<file path="src/verilog/tcp_timer_pkg.sv">
package tcp_timer_pkg;
    // Register indices; byte address is four times the index
    localparam logic [5:0] CAP_LOW_IDX = 6'h22;
    localparam logic [5:0] CAP_HIGH_IDX = 6'h23;
    localparam logic [5:0] FLAGS_IDX = 6'h2A;
    localparam logic [5:0] MASK_IDX = 6'h2B;
    localparam logic [5:0] SYNC_CTL_IDX = 6'h2F;
    localparam logic [5:0] EVT_STAT_IDX = 6'h30;

    // Bit positions in flag, mask and event status registers
    localparam int OVF_BIT = 0;
    localparam int MATCH_A_BIT = 1;
    localparam int MATCH_B_BIT = 2;
    localparam int CAPTURE_BIT = 5;
    // Bit positions in the sync/prescale control register
    localparam int PSR_BIT = 0;
    localparam int TSM_BIT = 7;

    // Source order of the internal 4-bit vectors
    localparam int SRC_OVF = 0;
    localparam int SRC_A = 1;
    localparam int SRC_B = 2;
    localparam int SRC_CAP = 3;

    // Reset values and the counter maximum
    localparam logic [7:0] REG_RESET = 8'h00;
    localparam logic [15:0] CAP_RESET = 16'h0000;
    localparam logic [15:0] COUNT_MAX = 16'hFFFF;

    // Waveform mode codes
    localparam logic [3:0] MODE_NORMAL = 4'h0;
    localparam logic [3:0] MODE_CTC_A = 4'h4;
    localparam logic [3:0] MODE_CTC_CAP = 4'hC;
    localparam logic [3:0] MODE_PWM_CAP_A = 4'h8;
    localparam logic [3:0] MODE_PWM_CAP_B = 4'hA;
    localparam logic [3:0] MODE_FAST_CAP = 4'hE;

    // AXI responses
    localparam logic [1:0] RESP_OKAY = 2'h0;
    localparam logic [1:0] RESP_SLVERR = 2'h2;
endpackage

</file>
<file path="src/verilog/tcp_timer_ctl.sv">
`timescale 1ns/1ps
// Behaviour
// - Each capture event loads the counter value into the capture register.
// - 16-bit capture access is atomic via one shared high-byte latch.
// - Capture flag, bit 5, sets on every capture event.
// - With capture register as top, capture flag sets when counter reaches top.
// - Capture interrupt needs capture flag, mask bit 5 and global enable; irq uses only event status and mask.
// - Match B interrupt needs match B flag, mask bit 2 and global enable; irq uses only event status and mask.
// - Match A interrupt needs match A flag, mask bit 1 and global enable; irq uses only event status and mask.
// - Overflow interrupt needs overflow flag, mask bit 0 and global enable; irq uses only event status and mask.
// - Match B flag, bit 2, sets one timer tick after counter equals compare B.
// - Match A flag, bit 1, sets one timer tick after counter equals compare A.
// - A forced-compare strobe never sets its channel's match flag.
// - Overflow flag sets on wrap in normal and clear modes; else core event.
// - Executing an interrupt vector clears the matching flag.
// - Writing one clears a flag; writing zero leaves it alone.
// - Prescaler reset bit resets prescaler, cleared at once unless sync hold.
// - In sync hold mode the written prescaler reset stays, counter halted.
// - Writing zero to sync hold clears prescaler reset; counting resumes.
// - A forced-compare strobe gives no interrupt and no clear-on-match.
module tcp_timer_ctl #(
    parameter int ADDR_W = 8
) (
    // Clock and reset
    input wire logic ref_clk,
    input wire logic rst,
    // AXI4-Lite write address
    input wire logic awvalid,
    output logic awready,
    input wire logic [ADDR_W-1:0] awaddr,
    input wire logic [2:0] awprot,
    // AXI4-Lite write data
    input wire logic wvalid,
    output logic wready,
    input wire logic [31:0] wdata,
    input wire logic [3:0] wstrb,
    // AXI4-Lite write response
    output logic bvalid,
    input wire logic bready,
    output logic [1:0] bresp,
    // AXI4-Lite read address
    input wire logic arvalid,
    output logic arready,
    input wire logic [ADDR_W-1:0] araddr,
    input wire logic [2:0] arprot,
    // AXI4-Lite read data
    output logic rvalid,
    input wire logic rready,
    output logic [31:0] rdata,
    output logic [1:0] rresp,
    // Counting core
    input wire logic timerTick,
    input wire logic [15:0] countValue,
    input wire logic [15:0] compareAValue,
    input wire logic [15:0] compareBValue,
    input wire logic [3:0] waveformMode,
    input wire logic overflowModeEvent,
    input wire logic forceMatchAStrobe,
    input wire logic forceMatchBStrobe,
    output logic clearOnMatch,
    output logic [15:0] captureValue,
    output logic prescalerReset,
    output logic counterHalt,
    // Capture front end
    input wire logic captureInputEvent,
    input wire logic comparatorEvent,
    input wire logic comparatorCaptureSel,
    // CPU interrupt side
    input wire logic globalIntEnable,
    input wire logic [3:0] vectorAck,
    output logic [3:0] irqRequest,
    output logic irq
);

    // ****************************************
    // State
    // ****************************************
    typedef struct packed {
        // Bus side: held request halves and pending answers
        logic awPend;
        logic [5:0] awIdx;
        logic awBad;
        logic wPend;
        logic [7:0] wByte;
        // Only byte lane 0 reaches the 8-bit registers
        logic wLane0;
        logic bValid;
        logic [1:0] bResp;
        logic rValid;
        logic [7:0] rByte;
        logic [1:0] rResp;
        // Timer registers and the shared high-byte latch
        logic [15:0] capture;
        logic [7:0] temp;
        logic [3:0] flags;
        logic [3:0] mask;
        logic [3:0] evtStat;
        logic sync_hold_mode;
        logic prescaler_reset_bit;
        // Match seen at one tick; its flag follows at the next
        logic pendA;
        logic pendB;
    } tcp_state_t;

    // Everything idle and cleared
    localparam tcp_state_t STATE_RESET = '{
        awPend: 1'b0, awIdx: 6'h00, awBad: 1'b0, wPend: 1'b0,
        wByte: tcp_timer_pkg::REG_RESET, wLane0: 1'b0, bValid: 1'b0,
        bResp: tcp_timer_pkg::RESP_OKAY, rValid: 1'b0,
        rByte: tcp_timer_pkg::REG_RESET, rResp: tcp_timer_pkg::RESP_OKAY,
        capture: tcp_timer_pkg::CAP_RESET, temp: tcp_timer_pkg::REG_RESET,
        flags: 4'h0, mask: 4'h0, evtStat: 4'h0, sync_hold_mode: 1'b0, prescaler_reset_bit: 1'b0,
        pendA: 1'b0, pendB: 1'b0
    };

    tcp_state_t state_q;
    tcp_state_t state_d;

    // ****************************************
    // Elaboration checks
    // ****************************************
    // Decode slices address bits 7:2
    if (ADDR_W < 8) begin : g_bad_addr_w
        $error("ADDR_W must be at least 8");
    end
    // Every field must land inside the 8-bit register
    if (tcp_timer_pkg::CAPTURE_BIT > 7 || tcp_timer_pkg::TSM_BIT > 7) begin : g_bad_layout
        $error("Register field position outside the byte");
    end

    // ****************************************
    // Decode helpers
    // ****************************************
    // Packs 4 source bits into the 8-bit register layout
    function automatic logic [7:0] toReg(input logic [3:0] v);
        logic [7:0] r;
        r = 8'h00;
        r[tcp_timer_pkg::OVF_BIT] = v[tcp_timer_pkg::SRC_OVF];
        r[tcp_timer_pkg::MATCH_A_BIT] = v[tcp_timer_pkg::SRC_A];
        r[tcp_timer_pkg::MATCH_B_BIT] = v[tcp_timer_pkg::SRC_B];
        r[tcp_timer_pkg::CAPTURE_BIT] = v[tcp_timer_pkg::SRC_CAP];
        return r;
    endfunction

    function automatic logic [3:0] fromReg(input logic [7:0] r);
        logic [3:0] v;
        v[tcp_timer_pkg::SRC_OVF] = r[tcp_timer_pkg::OVF_BIT];
        v[tcp_timer_pkg::SRC_A] = r[tcp_timer_pkg::MATCH_A_BIT];
        v[tcp_timer_pkg::SRC_B] = r[tcp_timer_pkg::MATCH_B_BIT];
        v[tcp_timer_pkg::SRC_CAP] = r[tcp_timer_pkg::CAPTURE_BIT];
        return v;
    endfunction

    // Unmapped offsets answer with an error
    function automatic logic isMapped(input logic [5:0] idx);
        return idx == tcp_timer_pkg::CAP_LOW_IDX || idx == tcp_timer_pkg::CAP_HIGH_IDX
            || idx == tcp_timer_pkg::FLAGS_IDX || idx == tcp_timer_pkg::MASK_IDX
            || idx == tcp_timer_pkg::SYNC_CTL_IDX || idx == tcp_timer_pkg::EVT_STAT_IDX;
    endfunction

    logic captureEvt;
    logic capIsTop;
    logic wrapMode;
    logic matchAEq;
    logic matchBEq;
    logic [3:0] hwSet;
    logic doWrite;
    logic doRead;
    logic [5:0] arIdx;
    logic arBad;

    // ****************************************
    // Event sources
    // ****************************************
    // capture source select
    assign captureEvt = comparatorCaptureSel ? comparatorEvent : captureInputEvent;
    // Modes in which the capture register is the top
    assign capIsTop = waveformMode == tcp_timer_pkg::MODE_CTC_CAP
        || waveformMode == tcp_timer_pkg::MODE_PWM_CAP_A
        || waveformMode == tcp_timer_pkg::MODE_PWM_CAP_B
        || waveformMode == tcp_timer_pkg::MODE_FAST_CAP;
    // Modes whose overflow is a plain wrap at the maximum
    assign wrapMode = waveformMode == tcp_timer_pkg::MODE_NORMAL
        || waveformMode == tcp_timer_pkg::MODE_CTC_A
        || waveformMode == tcp_timer_pkg::MODE_CTC_CAP;
    // Protection bits ignored: every register is unprivileged
    // Strobe B needs no logic: no flag, and B is never top
    // force strobes are not part of the match compare
    assign matchAEq = countValue == compareAValue;
    assign matchBEq = countValue == compareBValue;

    always_comb begin
        hwSet = 4'h0;
        // capture sets flag, capture top reached
        hwSet[tcp_timer_pkg::SRC_CAP] = captureEvt
            || (capIsTop && timerTick && countValue == state_q.capture);
        // flag on the tick after the match
        hwSet[tcp_timer_pkg::SRC_A] = timerTick && state_q.pendA;
        // flag on the tick after the match
        hwSet[tcp_timer_pkg::SRC_B] = timerTick && state_q.pendB;
        // wrap in normal and clear modes, core event otherwise
        hwSet[tcp_timer_pkg::SRC_OVF] = wrapMode
            ? (timerTick && countValue == tcp_timer_pkg::COUNT_MAX)
            : overflowModeEvent;
    end

    // ****************************************
    // Register bus
    // ****************************************
    // Held back while the last response is unanswered
    assign doWrite = state_q.awPend && state_q.wPend && !state_q.bValid;
    assign arIdx = araddr[7:2];
    assign arBad = araddr[1:0] != 2'b00 || (ADDR_W > 8 && (araddr >> 8) != '0)
        || !isMapped(arIdx);
    // One read in flight; a new address waits for the data
    assign doRead = arvalid && !state_q.rValid;

    // ****************************************
    // Next state
    // ****************************************
    always_comb begin
        logic [3:0] w1c;
        logic [7:0] rd;
        logic wr;
        state_d = state_q;
        w1c = 4'h0;
        rd = 8'h00;
        wr = doWrite && !state_q.awBad && state_q.wLane0;

        // Address and data are taken in either order
        if (awvalid && !state_q.awPend) begin
            state_d.awPend = 1'b1;
            state_d.awIdx = awaddr[7:2];
            state_d.awBad = awaddr[1:0] != 2'b00
                || (ADDR_W > 8 && (awaddr >> 8) != '0) || !isMapped(awaddr[7:2]);
        end
        if (wvalid && !state_q.wPend) begin
            state_d.wPend = 1'b1;
            state_d.wByte = wdata[7:0];
            state_d.wLane0 = wstrb[0];
        end
        if (doWrite) begin
            state_d.awPend = 1'b0;
            state_d.wPend = 1'b0;
            state_d.bValid = 1'b1;
            state_d.bResp = state_q.awBad ? tcp_timer_pkg::RESP_SLVERR
                : tcp_timer_pkg::RESP_OKAY;
        end
        if (state_q.bValid && bready) begin
            state_d.bValid = 1'b0;
        end

        // Compare pipeline: remember the match until the next tick
        if (timerTick) begin
            state_d.pendA = matchAEq;
            state_d.pendB = matchBEq;
        end

        // prescaler reset self-clears unless sync hold
        state_d.prescaler_reset_bit = state_q.sync_hold_mode && state_q.prescaler_reset_bit;

        if (wr) begin
            case (state_q.awIdx)
                tcp_timer_pkg::CAP_HIGH_IDX: begin
                    // high byte waits in the shared latch
                    state_d.temp = state_q.wByte;
                end
                tcp_timer_pkg::CAP_LOW_IDX: begin
                    // low write commits both bytes at once
                    state_d.capture = {state_q.temp, state_q.wByte};
                end
                tcp_timer_pkg::FLAGS_IDX: begin
                    w1c = fromReg(state_q.wByte);
                end
                tcp_timer_pkg::MASK_IDX: begin
                    state_d.mask = fromReg(state_q.wByte);
                end
                tcp_timer_pkg::SYNC_CTL_IDX: begin
                    // hold keeps the written reset, zero releases it
                    state_d.sync_hold_mode = state_q.wByte[tcp_timer_pkg::TSM_BIT];
                    state_d.prescaler_reset_bit = state_q.wByte[tcp_timer_pkg::PSR_BIT];
                end
                default: begin
                end
            endcase
        end

        // Read path
        if (doRead) begin
            case (arIdx)
                tcp_timer_pkg::CAP_LOW_IDX: begin
                    // low read latches the high byte for the next read
                    rd = state_q.capture[7:0];
                    state_d.temp = state_q.capture[15:8];
                end
                tcp_timer_pkg::CAP_HIGH_IDX: rd = state_q.temp;
                tcp_timer_pkg::FLAGS_IDX: rd = toReg(state_q.flags);
                tcp_timer_pkg::MASK_IDX: rd = toReg(state_q.mask);
                tcp_timer_pkg::SYNC_CTL_IDX: begin
                    rd = 8'h00;
                    rd[tcp_timer_pkg::TSM_BIT] = state_q.sync_hold_mode;
                    rd[tcp_timer_pkg::PSR_BIT] = state_q.prescaler_reset_bit;
                end
                tcp_timer_pkg::EVT_STAT_IDX: rd = toReg(state_q.evtStat);
                default: rd = 8'h00;
            endcase
            state_d.rValid = 1'b1;
            // Refused reads return zero so no state leaks
            state_d.rByte = arBad ? 8'h00 : rd;
            state_d.rResp = arBad ? tcp_timer_pkg::RESP_SLVERR : tcp_timer_pkg::RESP_OKAY;
        end else if (state_q.rValid && rready) begin
            state_d.rValid = 1'b0;
        end

        // load the counter on capture, beating a same-cycle write
        if (captureEvt) begin
            state_d.capture = countValue;
        end

        // vector clears, write clears; a new event wins over both
        state_d.flags = (state_q.flags & ~w1c & ~vectorAck) | hwSet;
        // Event status clears on read; an event in that cycle is kept
        if (doRead && !arBad && arIdx == tcp_timer_pkg::EVT_STAT_IDX) begin
            state_d.evtStat = hwSet;
        end else begin
            state_d.evtStat = state_q.evtStat | hwSet;
        end
    end

    // ****************************************
    // State register
    // ****************************************
    always_ff @(posedge ref_clk or posedge rst) begin
        if (rst) begin
            state_q <= STATE_RESET;
        end else begin
            state_q <= state_d;
        end
    end

    // ****************************************
    // Outputs
    // ****************************************
    assign awready = !state_q.awPend;
    assign wready = !state_q.wPend;
    assign bvalid = state_q.bValid;
    assign bresp = state_q.bResp;
    assign arready = !state_q.rValid;
    assign rvalid = state_q.rValid;
    assign rdata = {24'h000000, state_q.rByte};
    assign rresp = state_q.rResp;

    // ****************************************
    // Interrupts
    // ****************************************
    // One request per source; bit order matches vectorAck
    for (genvar s = 0; s < 4; s++) begin : g_irq_req
        assign irqRequest[s] = state_q.flags[s] && state_q.mask[s] && globalIntEnable;
    end
    // Summary line follows the read-clear status, not the flags
    assign irq = |(state_q.evtStat & state_q.mask);

    // forced compare never clears the counter
    assign clearOnMatch = waveformMode == tcp_timer_pkg::MODE_CTC_A && timerTick
        && state_q.pendA && !forceMatchAStrobe;
    assign captureValue = state_q.capture;
    // prescaler held while the bit is set
    assign prescalerReset = state_q.prescaler_reset_bit;
    assign counterHalt = state_q.prescaler_reset_bit && state_q.sync_hold_mode;

endmodule // tcp_timer_ctl

</file>
<file path="config.mk">
export PLATFORM = sky130hd
export DESIGN_NAME = tcp_timer_ctl
export DESIGN_NICKNAME = d
export VERILOG_FILES = /design/src/verilog/tcp_timer_pkg.sv /design/src/verilog/tcp_timer_ctl.sv
export SDC_FILE = /design/constraint.sdc
export NUM_CORES = 1
export LEC_CHECK = 0
export BUFFER_PORTS_ARGS = -buffer_cell sky130_fd_sc_hd__buf_2
export CAP_MARGIN = 10
export CELL_PAD_IN_SITES_DETAIL_PLACEMENT = 0
export CELL_PAD_IN_SITES_GLOBAL_PLACEMENT = 1
export CORE_MARGIN = 5
export CORE_UTILIZATION = 35
export DETAILED_ROUTE_END_ITERATION = 10
export GPL_TIMING_DRIVEN = 0
export MAX_ROUTING_LAYER = met4
export PLACE_DENSITY = 0.78
export SYNTH_ARGS = -nofsm -noshare
export SYNTH_HDL_FRONTEND = slang
export SYNTH_SLANG_ARGS = --single-unit
</file>
<file path="constraint.sdc">
create_clock -name ref_clk -period 4.17 [get_ports ref_clk]
set_input_delay 0 -clock ref_clk [delete_from_list [all_inputs] [get_ports ref_clk]]
set_output_delay 0 -clock ref_clk [all_outputs]
set_load 0.005 [all_outputs]
</file>
# == Yosys cells after proc, flatten, opt, wreduce, memory -nomap -nowiden ==
# Cells that the tools add are included.
# totals
reg_bits,72
input_bits,129
# op_classes
eq_ne,26
n_mux,25
bitwise_logic,7
reduce_logical,68
# op_table
op,count
"6-bit == test, second input constant",17
16-bit == test,3
8-bit one-hot mux with 6 select lines,1
8-bit 2-to-1 mux,5
16-bit 2-to-1 mux,2
1-bit logical AND,28
24-bit 2-to-1 mux,1
1-bit logical OR,18
"16-bit == test, second input constant",1
"4-bit == test, second input constant",4
2-bit nonzero test,8
4-bit AND,3
4-bit 2-to-1 mux,3
10-bit 2-to-1 mux,1
1-bit zero test,9
1-bit 2-to-1 mux,9
4-bit inverter,2
4-bit bitwise OR,2
2-bit AND reduction,3
"4-bit by 3-bit == test with 1-bit output, second input constant",1
4-bit zero test,1
2-bit 2-to-1 mux,2
4-bit OR reduction,1
3-bit 2-to-1 mux,1

# == Depth between registers and ports, before layout ==
# logic_depth
ltp_word,12
depth_mapped,7
ltp_nobuf,5

# == Least setup slack after synthesis ==
# OpenSTA, ideal clock, no wires.
# synth_timing
path_kind,register to register
from,"register state_q, in the netlist bvalid"
to,"register state_q, in the netlist prescalerReset"
setup_ns,0.125
arrival_ns,1.522
required_time_ns,4.045
slack_ns,2.523
stages_incl_launch_ff,5
period_less_slack_ns,1.647
path_cell_list,dfrtp_1 > and3b_1 > nand4b_2 > nor4_2 > mux2_2
# synth_lines
element,line_no,rtl
start: declaration,tcp_timer_ctl.sv:116,tcp_state_t state_q;
start signal: assignment,tcp_timer_ctl.sv:337,state_q <= state_d;

==> impl_results.md <==
- Fmax: 0.449 GHz
- DIE WIDTH: 121 um
- Max-slew violation count: 0
- Met1 wire length: 5.40 mm
- Worst EP required: 4.37 ns
- Final WS setup: 1.94 ns
- Flop pwr share: 43.4%
- Met2 routed WL: 6.13 mm
- Gr ovfl total: 0
- Worst-Skew Late Latency: 0.33 ns
- Clock slew at reported path FFs: 0.05 ns
- Pint: 1.58 mW
- Vias per inst: 4.65
- Avg Synthesized Cell Area: 9.81 um^2
- Synth warn: 0
- Leak: 2.82 nW
- Clk network pwr share: 33.0%
- Crit start category: flop
- Met3 wire len: 630 um
- Outcome: complete, no violations
- Most used DFF post-synth: dfrtp_1
- Peak VDD IR: 0.000261 V
- Starting Density: 35.7%
- Total GRT Usage: 17.2%
- Core area: 12,100 um^2
- Drt total wl: 12.3 mm
- Final setup TNS: 0 ns
- Global-route wire length before repair: 19.2 mm
- Post-DP HPWL: 9.70 mm
- Rows: 40
- Vias in the first global route: 3,661
- Crit path max fanout: 4
- Final ANT Viol Nets: 0
- Synth Instances: 439
- CP max stage cell: dlygate4sd3_1
- Area grow syn2layout: 34.9%
- Die area: 14,600 um^2
- WL/cell: 15.4 um
- Initial DRC count: 203
- Top cells by area, synth: dfrtp_1, xnor2_1, buf_4, mux2_2, nand2_1
- Die height: 121 um
- Root buf cell: clkbuf_16
- Ys async rst share: 100%
- CTS sink cnt: 70
- Diode count: 0
- Synth Register Bits: 70
- Port buffer count: 119
- CTS buffer count: 9
- Largest net degree at the start of global routing: 71
- Worst EP arrival: 2.43 ns
- PwrDens: 387 nW/um^2
- Combinational power share: 23.6%
- Number of max-cap violations: 0
- Final Skew: 0.00885 ns
- Synth area leader: dfrtp_1
- Synth top area share: 40.7%
- FILL cells: 1,177
- Mapped cell area: 4310 um^2
- Net switching power: 666 uW
- DRC Markers: 0
- Worst reg2reg setup slack: 1.94 ns
- H-tree depth: 3
- Layout Nets: 754
- 1st-pass router iterations: 4
- EDFF count, synth: 0
- Rel. slew slack: 41.9%
- Initial antenna violation count: 0
- TritonCTS clock tree: done
- CP peak stage delay: 0.58 ns
- Total area of sequential cells: 1750 um^2
- Least-Margin Pin Slew: 0.871 ns
- Setup CP Type: reg2reg
- CP Capture Type: flop
- RePlAce Congestion: 0.871
- Vias post-DR: 3,708
- Synth cell types: 49
- Worst-case clock buffer depth: 2
- Footprint of the multi-input gates: 2090 um^2
- Sequential area share after synthesis: 40.7%
- Crit-path cells: nand3b_1 > nor4b_4 > and3_1 > a211o_1 > nand2_1 > dlygate4sd3_1
- RSZ-0062 raised after global routing: false
- Fin. Hold Viols: 0
- Sw Ratio: 29.6%
- Place WS: 2.32 ns
- I/O pin cnt: 194
- Post-layout min period: 2.23 ns
- Post-CTS Setup Bufs: 0
- Final period utilization: 53.4%
- HP Class: in2reg
- Top Layer Used: met4
- Count of final setup violators: 0
- Share of cells above drive strength 1: 35.3%
-- timing repair --
action | CTS | global route
hold buffers | 31 | 0
hold endpoints to repair | 98 | 0
resized for setup | 0 | 0
-- kinds of logic after synthesis --
| logic type | Yosys count | share of synthesized area [%] |
|---|---|---|
| buf+inv | 89 | 13.0 |
| compound gates | 59 | 9.85 |
| mux | 43 | 11.0 |
| flops | 70 | 40.7 |
| other cells | 1 | 0.0871 |
| xor+xnor | 48 | 9.76 |
| simple gates | 129 | 15.7 |
-- critical path, delay by kind of cell (launching register included) --
family / cells / cell delay (ns)
simple gates: 4 / 0.96
buf+inv: 1 / 0.58
flops: 1 / 0.40
compound gates: 1 / 0.16
-- stage by stage --
step | power [mW] | hold WS, ns | std cells | util [%] | area [um^2]
floorplan | 1.28 | 0.0353 | 464 | - | 4400
global placement | 1.48 | 0.179 | 751 | 43.2 | 5210
detailed placement | 1.50 | 0.194 | 751 | 43.2 | 5210
CTS | 2.28 | 0.00304 | 797 | 48.2 | 5810
global route | 2.39 | 0.0201 | 797 | 48.2 | 5810
finish | 2.25 | 0.00260 | 797 | 48.2 | 5810
-- power groups by stage --
stage / registers [mW] / clock network [mW] / logic, mW
3_5_place_dp: 0.989 / 0 / 0.512
6_report: 0.976 / 0.742 / 0.530
2_1_floorplan: 0.916 / 0 / 0.366
4_1_cts: 0.978 / 0.760 / 0.537
3_3_place_gp: 0.982 / 0 / 0.501
5_1_grt: 0.999 / 0.794 / 0.593
-- state kept, by name (all words and copies together), names as in the netlist --
name and flops:
bvalid 1, captureValue 16, rresp 1, rvalid 1, bresp 1, prescalerReset 1, rdata 8, state_q 41
-- cells in the mapped netlist (all sizes together) (3+ instances only) --
cell and n:
a211o 3, a21o 3, a21oi 12, a22o 6
a22oi 18, and3 6, buf 59, clkbuf 16
dfrtp 70, inv 14, mux2 23, mux2i 19
nand2 58, nand3 5, nand4 15, nor2 18
nor2b 3, nor4 7, o21ai 7, xnor2 48
-- layer usage --
metal / global-route usage (%) / vias up
met2: 28.0 / 108
met3: 3.40 / 9
li1: - / 1817
met4: 3.33 / 0
met1: 22.6 / 1774
met5: - / -
-- final timing paths --
kind,startpoint,endpoint,cells after the start
setup reg to reg,bvalid,state_q[12],6
min in group asynchronous,rst,state_q[67],3
hold reg to reg,rdata[4],rdata[4],2
max in group asynchronous,rst,captureValue[2],3
setup / recovery,bvalid,state_q[12],6
hold / removal,vectorAck[3],state_q[15],3
-- layout by cell type (no fill, tap or decap), types with 5 or more instances in the layout --
cell,count
conb_1,26
inv_1,13
a22oi_1,18
o21ai_0,7
clkbuf_16,9
buf_2,121
dfrtp_1,70
buf_4,53
nand4_1,15
xnor2_1,48
clkbuf_1,17
a21oi_1,11
a22o_1,6
and3_1,6
mux2_2,23
nor2_1,17
dlygate4sd3_1,31
nor4_1,6
nand3_1,5
nand2_1,58
mux2i_1,19
-- cell type report --
class	instances	share of cell area, %
Buffer	75	8.70
Clock buffer	11	4.18
Clock inverter	4	0.818
Inverter	14	0.948
Multi-Input combinational cell	305	36.0
Sequential cell	70	30.2
Tap cell	168	3.62
Timing Repair Buffer	150	15.6
Note: power is estimated with default switching activity, not from simulation.
